<file path="src/rtl/arcc_regs.vh">
// register offsets, field positions, reset values and encodings
`ifndef ARCC_REGS_VH
`define ARCC_REGS_VH
// ----------------------------------------
// byte offsets
// ----------------------------------------
`define ARCC_OFF_RESULT_HIGH 12'h000
`define ARCC_OFF_RESULT_LOW 12'h004
`define ARCC_OFF_CMP_HIGH 12'h008
`define ARCC_OFF_CMP_LOW 12'h00c
`define ARCC_OFF_CONFIG 12'h010
`define ARCC_OFF_PIN_CTRL 12'h014
`define ARCC_OFF_CMP_CTRL 12'h018
// ----------------------------------------
// configuration fields
// ----------------------------------------
`define ARCC_CFG_LOW_POWER 7
`define ARCC_CFG_DIV_HI 6
`define ARCC_CFG_DIV_LO 5
`define ARCC_CFG_LONG_SAMPLE 4
`define ARCC_CFG_MODE_HI 3
`define ARCC_CFG_MODE_LO 2
`define ARCC_CFG_CLK_HI 1
`define ARCC_CFG_CLK_LO 0
`define ARCC_MODE_8BIT 2'h0
`define ARCC_MODE_10BIT 2'h2
`define ARCC_CLK_BUS 2'h0
`define ARCC_CLK_BUS_HALF 2'h1
`define ARCC_CLK_ALT 2'h2
`define ARCC_CLK_ASYNC 2'h3
// ----------------------------------------
// compare control fields
// ----------------------------------------
`define ARCC_CC_ENABLE 0
`define ARCC_CC_GE 1
// ----------------------------------------
// reset values
// ----------------------------------------
`define ARCC_RST_CONFIG 8'h00
`define ARCC_RST_CMP 8'h00
`define ARCC_RST_PIN_CTRL 8'h00
`define ARCC_RST_RESULT 8'h00
`endif

</file>
<file path="src/rtl/arcc_clk_div.v">
// converter clock enable generator: source select and divider
`default_nettype none
module arcc_clk_div (
    // clock and reset
    input wire pclk,
    input wire presetn,
    input wire clk_en,
    // selection
    input wire [1:0] src_sel,
    input wire [1:0] div_sel,
    input wire alt_tick,
    input wire async_tick,
    // output
    output reg conv_tick
);
`include "arcc_regs.vh"
reg half;
reg [2:0] cnt;
reg src_tick;
wire [2:0] lim = (3'h1 << div_sel) - 3'h1;
always @* begin
    case (src_sel)
        `ARCC_CLK_BUS: src_tick = 1'b1;
        `ARCC_CLK_BUS_HALF: src_tick = half;
        `ARCC_CLK_ALT: src_tick = alt_tick;
        default: src_tick = async_tick;
    endcase
end
always @(posedge pclk or negedge presetn) begin
    if (!presetn) begin
        half <= 1'b0;
        cnt <= 3'h0;
        conv_tick <= 1'b0;
    end else if (clk_en) begin
        half <= ~half;
        conv_tick <= 1'b0;
        if (src_tick) begin
            if (cnt >= lim) begin
                cnt <= 3'h0;
                conv_tick <= 1'b1;
            end else begin
                cnt <= cnt + 3'h1;
            end
        end
    end
end
endmodule // arcc_clk_div
`default_nettype wire

</file>
<file path="src/rtl/arcc_compare.v">
// compare of a finished result against the compare value
`default_nettype none
module arcc_compare (
    // operands
    input wire [9:0] result,
    input wire [1:0] cmp_high,
    input wire [7:0] cmp_low,
    input wire ten_bit,
    input wire greater_equal,
    // verdict
    output wire hit
);
wire [9:0] res_eff = ten_bit ? result : {2'h0, result[7:0]};
wire [9:0] cmp_eff = ten_bit ? {cmp_high, cmp_low} : {2'h0, cmp_low};
assign hit = greater_equal ? (res_eff >= cmp_eff) : (res_eff < cmp_eff);
endmodule // arcc_compare
`default_nettype wire

</file>
<file path="src/rtl/arcc_top.v">
// converter result, compare, configuration and pin control registers
// Function
// - low result holds low eight result bits
// - results stored unless compare enabled and missed
// - ten-bit high read locks until low read
// - results finishing while locked are dropped
// - eight-bit mode has no read interlock
// - mode change invalidates the low result
// - compare high bits match result upper bits
// - eight-bit compare ignores compare high register
// - compare low bits match result low bits
// - bit 7 selects low power
// - bits 6:5 divide converter clock
// - bit 4 selects long sample
// - bits 3:2 select resolution mode
// - bits 1:0 select converter clock source
// - pin control bit n governs channel n
// - high result upper bits, zero in eight-bit
// - compare less than, or greater-equal when set
// - pin bit disables output, input, pullup
//
// The address map and register access over APB were chosen for this implementation.
`default_nettype none
module arcc_top #(
    parameter CHANNELS = 8
) (
    // apb
    input wire pclk,
    input wire presetn,
    input wire clk_en,
    input wire psel,
    input wire penable,
    input wire pwrite,
    input wire [11:0] paddr,
    input wire [31:0] pwdata,
    output reg [31:0] prdata,
    output reg pready,
    output reg pslverr,
    // converter core
    input wire conv_done,
    input wire [9:0] conv_result,
    input wire alt_tick,
    input wire async_tick,
    output reg conv_tick,
    output reg low_power,
    output reg long_sample,
    output reg ten_bit_mode,
    output reg result_valid,
    // pins
    output reg [CHANNELS-1:0] pin_out_disable,
    output reg [CHANNELS-1:0] pin_in_disable,
    output reg [CHANNELS-1:0] pin_pullup_disable
);
`include "arcc_regs.vh"
// ----------------------------------------
// registers
// ----------------------------------------
reg [7:0] result_low;
reg [1:0] result_high;
reg [7:0] compare_value_high;
reg [7:0] compare_value_low;
reg [7:0] converter_configuration;
reg [CHANNELS-1:0] analog_pin_control_lo;
reg compare_enable;
reg compare_greater_equal_select;
reg locked;
reg low_valid;
wire ten_bit = converter_configuration[`ARCC_CFG_MODE_HI:`ARCC_CFG_MODE_LO]
    == `ARCC_MODE_10BIT;
wire access = psel && penable && pready;
wire wr = access && pwrite;
wire rd = access && !pwrite;
wire cmp_hit;
wire tick;
// ----------------------------------------
// compare and clock
// ----------------------------------------
arcc_compare u_cmp (
    .result(conv_result),
    .cmp_high(compare_value_high[1:0]),
    .cmp_low(compare_value_low),
    .ten_bit(ten_bit),
    .greater_equal(compare_greater_equal_select),
    .hit(cmp_hit)
);
arcc_clk_div u_div (
    .pclk(pclk),
    .presetn(presetn),
    .clk_en(clk_en),
    .src_sel(converter_configuration[`ARCC_CFG_CLK_HI:`ARCC_CFG_CLK_LO]),
    .div_sel(converter_configuration[`ARCC_CFG_DIV_HI:`ARCC_CFG_DIV_LO]),
    .alt_tick(alt_tick),
    .async_tick(async_tick),
    .conv_tick(tick)
);
wire store = conv_done && (!compare_enable || cmp_hit)
    && !(locked && ten_bit);
wire mode_wr = wr && (paddr == `ARCC_OFF_CONFIG) && (pwdata[3:2] !=
    converter_configuration[`ARCC_CFG_MODE_HI:`ARCC_CFG_MODE_LO]);
// ----------------------------------------
// result and interlock
// ----------------------------------------
always @(posedge pclk or negedge presetn) begin
    if (!presetn) begin
        result_low <= `ARCC_RST_RESULT;
        result_high <= 2'h0;
        locked <= 1'b0;
        low_valid <= 1'b0;
    end else if (clk_en) begin
        if (store) begin
            result_low <= conv_result[7:0];
            result_high <= ten_bit ? conv_result[9:8] : 2'h0;
        end
        if (store)
            low_valid <= 1'b1;
        else if (mode_wr)
            low_valid <= 1'b0;
        if (rd && paddr == `ARCC_OFF_RESULT_LOW)
            locked <= 1'b0;
        else if (rd && paddr == `ARCC_OFF_RESULT_HIGH && ten_bit)
            locked <= 1'b1;
        else if (!ten_bit)
            locked <= 1'b0;
    end
end
// ----------------------------------------
// writable registers
// ----------------------------------------
always @(posedge pclk or negedge presetn) begin
    if (!presetn) begin
        compare_value_high <= `ARCC_RST_CMP;
        compare_value_low <= `ARCC_RST_CMP;
        converter_configuration <= `ARCC_RST_CONFIG;
        analog_pin_control_lo <= {CHANNELS{1'b0}};
        compare_enable <= 1'b0;
        compare_greater_equal_select <= 1'b0;
    end else if (clk_en && wr) begin
        if (paddr == `ARCC_OFF_CMP_HIGH) begin
            compare_value_high <= {6'h00, pwdata[1:0]};
        end else if (paddr == `ARCC_OFF_CMP_LOW) begin
            compare_value_low <= pwdata[7:0];
        end else if (paddr == `ARCC_OFF_CONFIG) begin
            converter_configuration <= pwdata[7:0];
        end else if (paddr == `ARCC_OFF_PIN_CTRL) begin
            analog_pin_control_lo <= pwdata[CHANNELS-1:0];
        end else if (paddr == `ARCC_OFF_CMP_CTRL) begin
            compare_enable <= pwdata[`ARCC_CC_ENABLE];
            compare_greater_equal_select <= pwdata[`ARCC_CC_GE];
        end
    end
end
// ----------------------------------------
// apb read and answer
// ----------------------------------------
reg [31:0] next_prdata;
reg next_err;
always @* begin
    next_prdata = 32'h0;
    next_err = 1'b0;
    if (paddr == `ARCC_OFF_RESULT_HIGH) begin
        next_prdata = {30'h0, result_high};
    end else if (paddr == `ARCC_OFF_RESULT_LOW) begin
        next_prdata = {24'h0, result_low};
    end else if (paddr == `ARCC_OFF_CMP_HIGH) begin
        next_prdata = {24'h0, compare_value_high};
    end else if (paddr == `ARCC_OFF_CMP_LOW) begin
        next_prdata = {24'h0, compare_value_low};
    end else if (paddr == `ARCC_OFF_CONFIG) begin
        next_prdata = {24'h0, converter_configuration};
    end else if (paddr == `ARCC_OFF_PIN_CTRL) begin
        next_prdata[CHANNELS-1:0] = analog_pin_control_lo;
    end else if (paddr == `ARCC_OFF_CMP_CTRL) begin
        next_prdata = {30'h0, compare_greater_equal_select, compare_enable};
    end else begin
        next_err = 1'b1;
    end
end
always @(posedge pclk or negedge presetn) begin
    if (!presetn) begin
        prdata <= 32'h0;
        pready <= 1'b0;
        pslverr <= 1'b0;
    end else if (clk_en) begin
        pready <= psel && !penable;
        pslverr <= psel && !penable && next_err;
        if (psel && !penable && !pwrite)
            prdata <= next_prdata;
    end
end
// ----------------------------------------
// outputs to core and pins
// ----------------------------------------
always @(posedge pclk or negedge presetn) begin
    if (!presetn) begin
        conv_tick <= 1'b0;
        low_power <= 1'b0;
        long_sample <= 1'b0;
        ten_bit_mode <= 1'b0;
        result_valid <= 1'b0;
        pin_out_disable <= {CHANNELS{1'b0}};
        pin_in_disable <= {CHANNELS{1'b0}};
        pin_pullup_disable <= {CHANNELS{1'b0}};
    end else if (clk_en) begin
        conv_tick <= tick;
        low_power <= converter_configuration[`ARCC_CFG_LOW_POWER];
        long_sample <= converter_configuration[`ARCC_CFG_LONG_SAMPLE];
        ten_bit_mode <= ten_bit;
        result_valid <= low_valid;
        pin_out_disable <= analog_pin_control_lo;
        pin_in_disable <= analog_pin_control_lo;
        pin_pullup_disable <= analog_pin_control_lo;
    end
end
endmodule // arcc_top
`default_nettype wire

</file>
<file path="config.mk">
export PLATFORM = sky130hd
export DESIGN_NAME = arcc_top
export DESIGN_NICKNAME = d
export VERILOG_FILES = /design/src/rtl/arcc_clk_div.v /design/src/rtl/arcc_compare.v /design/src/rtl/arcc_top.v
export VERILOG_INCLUDE_DIRS = /design/src /design/src/rtl
export SDC_FILE = /design/constraint.sdc
export NUM_CORES = 1
export LEC_CHECK = 0
export ABC_AREA = 1
export ABC_CLOCK_PERIOD_IN_PS = 3900
export BUFFER_PORTS_ARGS = -buffer_cell sky130_fd_sc_hd__clkbuf_2
export CORE_MARGIN = 4
export CORE_UTILIZATION = 30
export CTS_CLUSTER_DIAMETER = 40
export CTS_CLUSTER_SIZE = 24
export DETAILED_ROUTE_END_ITERATION = 16
export PLACE_DENSITY_LB_ADDON = 0.1
export SLEW_MARGIN = 10
export SYNTH_ARGS = -nofsm -noshare
export SYNTH_HDL_FRONTEND = slang
export SYNTH_SLANG_ARGS = --single-unit
</file>
<file path="constraint.sdc">
create_clock -name pclk -period 3.9 [get_ports pclk]
set_input_delay 0.585 -clock pclk [delete_from_list [all_inputs] [get_ports pclk]]
set_output_delay 0.585 -clock pclk [all_outputs]
set_load 0.01 [all_outputs]
</file>
==> results of run 1 <==
through the flow:
stage | power, uW | util [%]
after floorplan | 838 | -
after global placement | 881 | 33.9
after detailed placement | 882 | 33.9
after CTS | 1620 | 35.9
after global routing | 1660 | 35.9
final | 1590 | 35.9
layout by cell type (no fill, tap or decap), types with 2 or more instances in the layout:
master | netlist | final
xor2_1 | 2 | 2
buf_4 | 41 | 2
inv_1 | 47 | 47
clkbuf_16 | 0 | 9
o21ai_0 | 11 | 11
nor2_1 | 22 | 22
clkinvlp_4 | 0 | 2
nor2_2 | 5 | 5
nor2_4 | 2 | 2
nand3_1 | 29 | 29
o21ai_2 | 8 | 8
ha_1 | 14 | 14
nand4_4 | 3 | 3
nand2_1 | 179 | 179
clkinv_2 | 1 | 4
dfrtp_1 | 68 | 68
a21oi_1 | 9 | 9
a21o_1 | 2 | 2
conb_1 | 1 | 24
o21ai_1 | 17 | 17
nor3_2 | 3 | 3
nand3_2 | 2 | 2
nor2_8 | 2 | 2
nand4_1 | 11 | 11
nand2_2 | 6 | 6
clkbuf_2 | 0 | 76
nor3_1 | 2 | 2
registers in the layout (all words and copies together) (netlist names):
| register | flops |
|---|---|
| analog_pin_control_lo | 8 |
| compare_enable | 1 |
| compare_greater_equal_select | 1 |
| compare_value_high | 2 |
| compare_value_low | 8 |
| conv_tick | 1 |
| converter_configuration | 8 |
| locked | 1 |
| long_sample | 1 |
| low_power | 1 |
| low_valid | 1 |
| pin_pullup_disable | 8 |
| prdata | 8 |
| pready | 1 |
| pslverr | 1 |
| result_high | 2 |
| result_low | 8 |
| result_valid | 1 |
| ten_bit_mode | 1 |
| u_div.cnt | 3 |
| u_div.conv_tick | 1 |
| u_div.half | 1 |
synth_stat cells, drive strengths merged:
master	n
o22ai	1
nor3	6
a21o	2
nor4	1
clkbuf	3
nand3	31
o211ai	1
nand2	186
ha	14
clkinv	1
o21bai	1
o21ai	36
a21oi	9
xor2	2
buf	48
or2	1
conb	1
nand4	14
inv	48
dfrtp	68
nor2	31
power groups by stage:
stage          Sequential (uW)  Clock [uW]  Combinational (uW)
2_1_floorplan              749           0                88.2
3_3_place_gp               752           0                 129
3_5_place_dp               751           0                 131
4_1_cts                    739         746                 131
5_1_grt                    742         775                 148
6_report                   739         723                 128
worst paths after layout:
path / start / to / slack [ps] / cells past startpoint
worst max-delay path: converter_configuration[2] / result_low[5] / 1110 / 14
worst min-delay path: presetn / pin_pullup_disable[2] / 240 / 1
worst max register to register: converter_configuration[2] / result_low[5] / 1110 / 14
worst min register to register: conv_tick / conv_tick / 470 / 2
max in group asynchronous: presetn / prdata[1] / 2660 / 2
min in group pclk: conv_tick / conv_tick / 470 / 2
cells by family after synthesis:
group,Yosys count,share of synthesized area [%]
DFF,68,42.5
adders and majority gates,14,4.37
buffers and inverters,100,13.8
and+or+nand+nor,270,31.5
other,1,0.0936
AOI/OAI and AO/OA,50,7.27
xor gates and xnor gates,2,0.437
cell type report:
type	instances	area share, %
Clock buffer	10	4.98
Clock inverter	5	0.653
Inverter	49	4.08
Multi-Input combinational cell	360	39.9
Sequential cell	68	37.0
Tap cell	172	4.68
Timing Repair Buffer	79	8.70
routing by layer:
metal / part of all wire [%] / vias to the layer above / global-route usage, %
met5: 0 / - / 0
met4: 0.78 / 0 / 3.46
met3: 5.3 / 4 / 3.41
met2: 45 / 82 / 21.2
met1: 48 / 1509 / 19.2
li1: - / 1672 / -
==> results.cfg, run 1 <==
[outcome]
status = completed

[worst_setup_path]
critical_path.top_delay_family = simple AND/OR/NAND/NOR gates
slowest_delay_ps = 410
cp_common_cell = nand2_1
crit_chain = inv_1 > nand2_1 > inv_1 > nand2_1 > ha_1 > nand2_1 > nor2_1 > nand3_1 > nand3_1 > nand2_1 > nand3_1 > nand2_1 > nand2_1 > nand2_1
worst-path-buf-inv = 2
cp_max_fo = 11
crit_required_ps = 4120
cp-end-kind = flip-flop
worstSetupPathType = reg -> reg
crit_slowest_cell = dfrtp_1
arrival_ps = 3010
start_kind = flip-flop

[sta]
max_freq_mhz = 358
period_share_pct = 71.6
finalHoldViolations = 0
slew_violations = 0
fin_crit_ps = 2790
worst_pin_slew_ps = 603
setup-tns-final_ps = 0
rsz0062_at_grt = no
setup_viol = 0
fin_hold_ws_ps = 241
timing.final.ws_setup_ps = 1110
slew_headroom_pct = 59.8
skew_ps = 6.59

[cts]
cts_resized = 0
hold_buffers = 0
clk_latency_ps = 330
clock_tree.buffer_depth = 2
post-cts-setup-buffers = 0
clk_pin_slew_ps = 60
cts-root-buf = clkbuf_16
cts.htree.levels = 3
cts_buffers = 9
cts.sinks = 68
cts_tree = built

[synth]
yosys_warnings = 0
synth_area_um2 = 4010
synth_top_area_share_pct = 42.5
yosysUniqueCellTypes = 35
syn_avg_cell_area_um2 = 7.94
synth_seq_area_share_pct = 42.5
synth_top_area_cell = dfrtp_1
synthCells = 505
ys_ff_latch = 68
synthTopCellsByArea = dfrtp_1, nand2_1, buf_4, inv_1, ha_1

[grt]
gr-total-overflow = 0
antenna_found_initial = 0
grt_pass1_vias = 3127
grt_usage_pct = 13.7
grt_pass1_wl_um = 16100
grt_max_degree = 47

[pwr]
power_leakage_uw = 0.00247
p_seq_share_pct = 46.5
p_comb_share_pct = 8.1
p_sw_share_pct = 25.3
clock_power_share_pct = 45.5
net-switching-power_uw = 403
peakVddDrop_mv = 0.179
p_int_uw = 1190
p_per_area_nw_per_um2 = 346

[place]
post-place-ws_ps = 1100
dp.cells = 728
place_congestion = 0.822
io_buffers = 77
placed_area_um2 = 4340
dp_hpwl_um = 7830

[cells_and_area]
multiInputGateArea_um2 = 1840
fin_area_um2 = 4600
fin_cells = 743
ff_latch_area_um2 = 1700
fill_cells = 1365
n_antenna_cell = 0
drive_above_1_share_pct = 22.6
fin_nets = 644
syn2layout_area_growth_pct = 14.8

[detailed_routing]
vias = 3267
drc = 0
wirelength_um = 10000
first_pass_iters = 4
post_drt_wl_per_cell_um = 13.5
viasPerCell = 4.40
detail-route-antenna-nets = 0
drtIter0Drc = 171

[floorplanning]
rows = 41
fp.dieArea_um2 = 15300
chipWidth_um = 124
io_pins = 126
core_um2 = 12800
dieHeight_um = 124
initial_core_util_pct = 31.2

[run]
cap_viol_max_count = 0

[min_path]
worst_hold_path_type = in -> async
Power figures use the tool's default switching activity.
==> run 2: changes to the inputs <==
Settings changed: ABC_AREA 1 to 0, ABC_CLOCK_PERIOD_IN_PS 3900 to 2700.
Clock period 3.9 ns to 2.7 ns, I/O delays scaled along.
==> run 2 against run 1 <==
Net effect:
- setup slack worse by 1000 ps
- highest routed layer unchanged
- largest power group unchanged
- clock skew about the same
- synthesized area down 5.1%
- clock power increased by 48%
- largest cell class unchanged
- cell area increased by 0.63%
- utilization up 2.0 points
==> results.cfg, run 2 <==
[outcome]
status = completed

[synth]
synth_area_um2 = 3800
synth_common_cells = dfrtp_1, mux2_2, buf_4, nand2_1
ys.flop_type = dfrtp_1
yosys_warnings = 0
syn_avg_cell_area_um2 = 11.0
synth_top_area_share_pct = 44.8
synthTopCellsByArea = dfrtp_1, mux2_2, buf_4, ha_1, nand2_1
yosysUniqueCellTypes = 42
synth_seq_area_share_pct = 44.8
synth_most_common_cell = dfrtp_1
async_flop_share_pct = 100
synth_edf_count = 0
synthCells = 345
ys_ff_latch = 68
synth_top_area_cell = dfrtp_1

[grt]
grt_pass1_wl_um = 14300
grt_pass1_vias = 2713
antenna_found_initial = 0
grt_max_degree = 37
gr-total-overflow = 0
grt_usage_pct = 12.9

[cts]
clk_pin_slew_ps = 50
clk_latency_ps = 330
cts.htree.levels = 3
cts_buffers = 9
cts_tree = built
cts-root-buf = clkbuf_16
cts.sinks = 68
clock_tree.buffer_depth = 2

[worst_setup_path]
arrival_ps = 2810
start_kind = flip-flop
cp_max_fo = 8
cp-end-kind = flip-flop
worstSetupPathType = reg -> reg
crit_required_ps = 2910

[pwr]
p_per_area_nw_per_um2 = 544
power.total_uw = 2520
peakVddDrop_mv = 0.492
power_leakage_uw = 0.00228

[detailed_routing]
dr_wl_met3_um = 541
top_layer = met4
detail-route-antenna-nets = 0
wirelength_um = 9050
post_drt_wl_per_cell_um = 15.3
first_pass_iters = 4
drc = 0
route.met2.wl_um = 4360
vias = 2631
drtIter0Drc = 103
met1_length_um = 4050
viasPerCell = 4.45

[cells_and_area]
layout_commonest_cell = clkbuf_2
fin_area_um2 = 4630
fin_nets = 498
final_cell_mix = clkbuf_2, dfrtp_1, mux2_2
fin_util_pct = 37.9
drive_above_1_share_pct = 42.3
n_antenna_cell = 0
syn2layout_area_growth_pct = 21.8

[sta]
finalHoldViolations = 0
fin_crit_ps = 2600
period_share_pct = 96.3
skew_ps = 6.22
setup_viol = 0
rsz0062_at_grt = yes
max_freq_mhz = 385
worst_pin_slew_ps = 622
slew_violations = 0
slew_headroom_pct = 58.4
fin_hold_ws_ps = 334

[place]
dp_hpwl_um = 6810
io_buffers = 77
placed_area_um2 = 4250
place_congestion = 0.768

[min_path]
worst_hold_path_type = in -> reg

[floorplanning]
initial_core_util_pct = 31.1
chipWidth_um = 121
fp.dieArea_um2 = 14500
rows = 40
io_pins = 126
core_um2 = 12200
dieHeight_um = 121

[run]
cap_viol_max_count = 0
-- run 2: final timing paths --
check / from / end / slack (ps) / cells after the start
min in group asynchronous: presetn / pin_pullup_disable[1] / 530 / 2
worst min register to register: u_div.half / u_div.half / 460 / 1
worst max-delay path: converter_configuration[2] / result_low[2] / 100 / 10
worst min-delay path: conv_result[0] / result_low[0] / 330 / 2
max in group asynchronous: presetn / result_low[2] / 1560 / 3
worst max register to register: converter_configuration[2] / result_low[2] / 100 / 10
-- run 2: layer usage --
metal  track usage (%)  vias up
met5                 0        -
met4              3.82        0
met3              4.77        8
met2              20.9       64
met1              16.2     1261
li1                  -     1298
-- run 2: cell type report --
cell class,instances,area [um2]
sequential,68,1700
clock inverter,2,12.5
clock buffer,11,253
multi-input combinational,229,1850
fill,1251,7580
inverter,20,75.1
timing repair buffer,93,533
tap,168,210
-- run 2: timing repair --
item,4_1_cts,5_1_grt
hold endpoints to repair,12,0
resized for setup,1,19
hold buffers,1,0
setup buffers,0,1
pin swaps,1,7
setup endpoints to repair,8,10
-- run 2: kinds of logic after synthesis --
| logic type | count (synthesis) | synth area share, % |
|---|---|---|
| other | 1 | 0.0986 |
| XOR/XNOR | 3 | 0.691 |
| AND/OR/NAND/NOR | 73 | 12.1 |
| adder cells (fa/ha/maj) | 14 | 4.61 |
| AO/OA/AOI/OAI | 54 | 8.52 |
| multiplexers | 61 | 17.7 |
| flip-flops | 68 | 44.8 |
| buffers and inverters | 71 | 11.5 |
-- run 2: worst max-delay path, cell delays in order, from the launching register on --
cell,delay (ps)
dfrtp_1,400
nor2b_4,170
buf_12,130
and2_4,150
ha_4,190
nand4_1,180
inv_2,70
a2111oi_4,360
mux2i_1,270
buf_4,250
mux2_4,310
-- run 2: through the flow --
stage               setup slack [ps]  instances  setup TNS, ps
floorplan                        184        368              0
global placement               -39.2        576           -300
detailed placement             -66.2        576           -499
CTS                             24.6        590              0
global route                   -56.7        591           -422
finish                          99.6        591              0
-- run 2: power by group --
part	internal, uW	switching, uW	leakage (uW)
clock	654	417	0.000129
combinational	145	180	0.00128
sequential	1080	39.7	0.000870
total	1880	636	0.00228
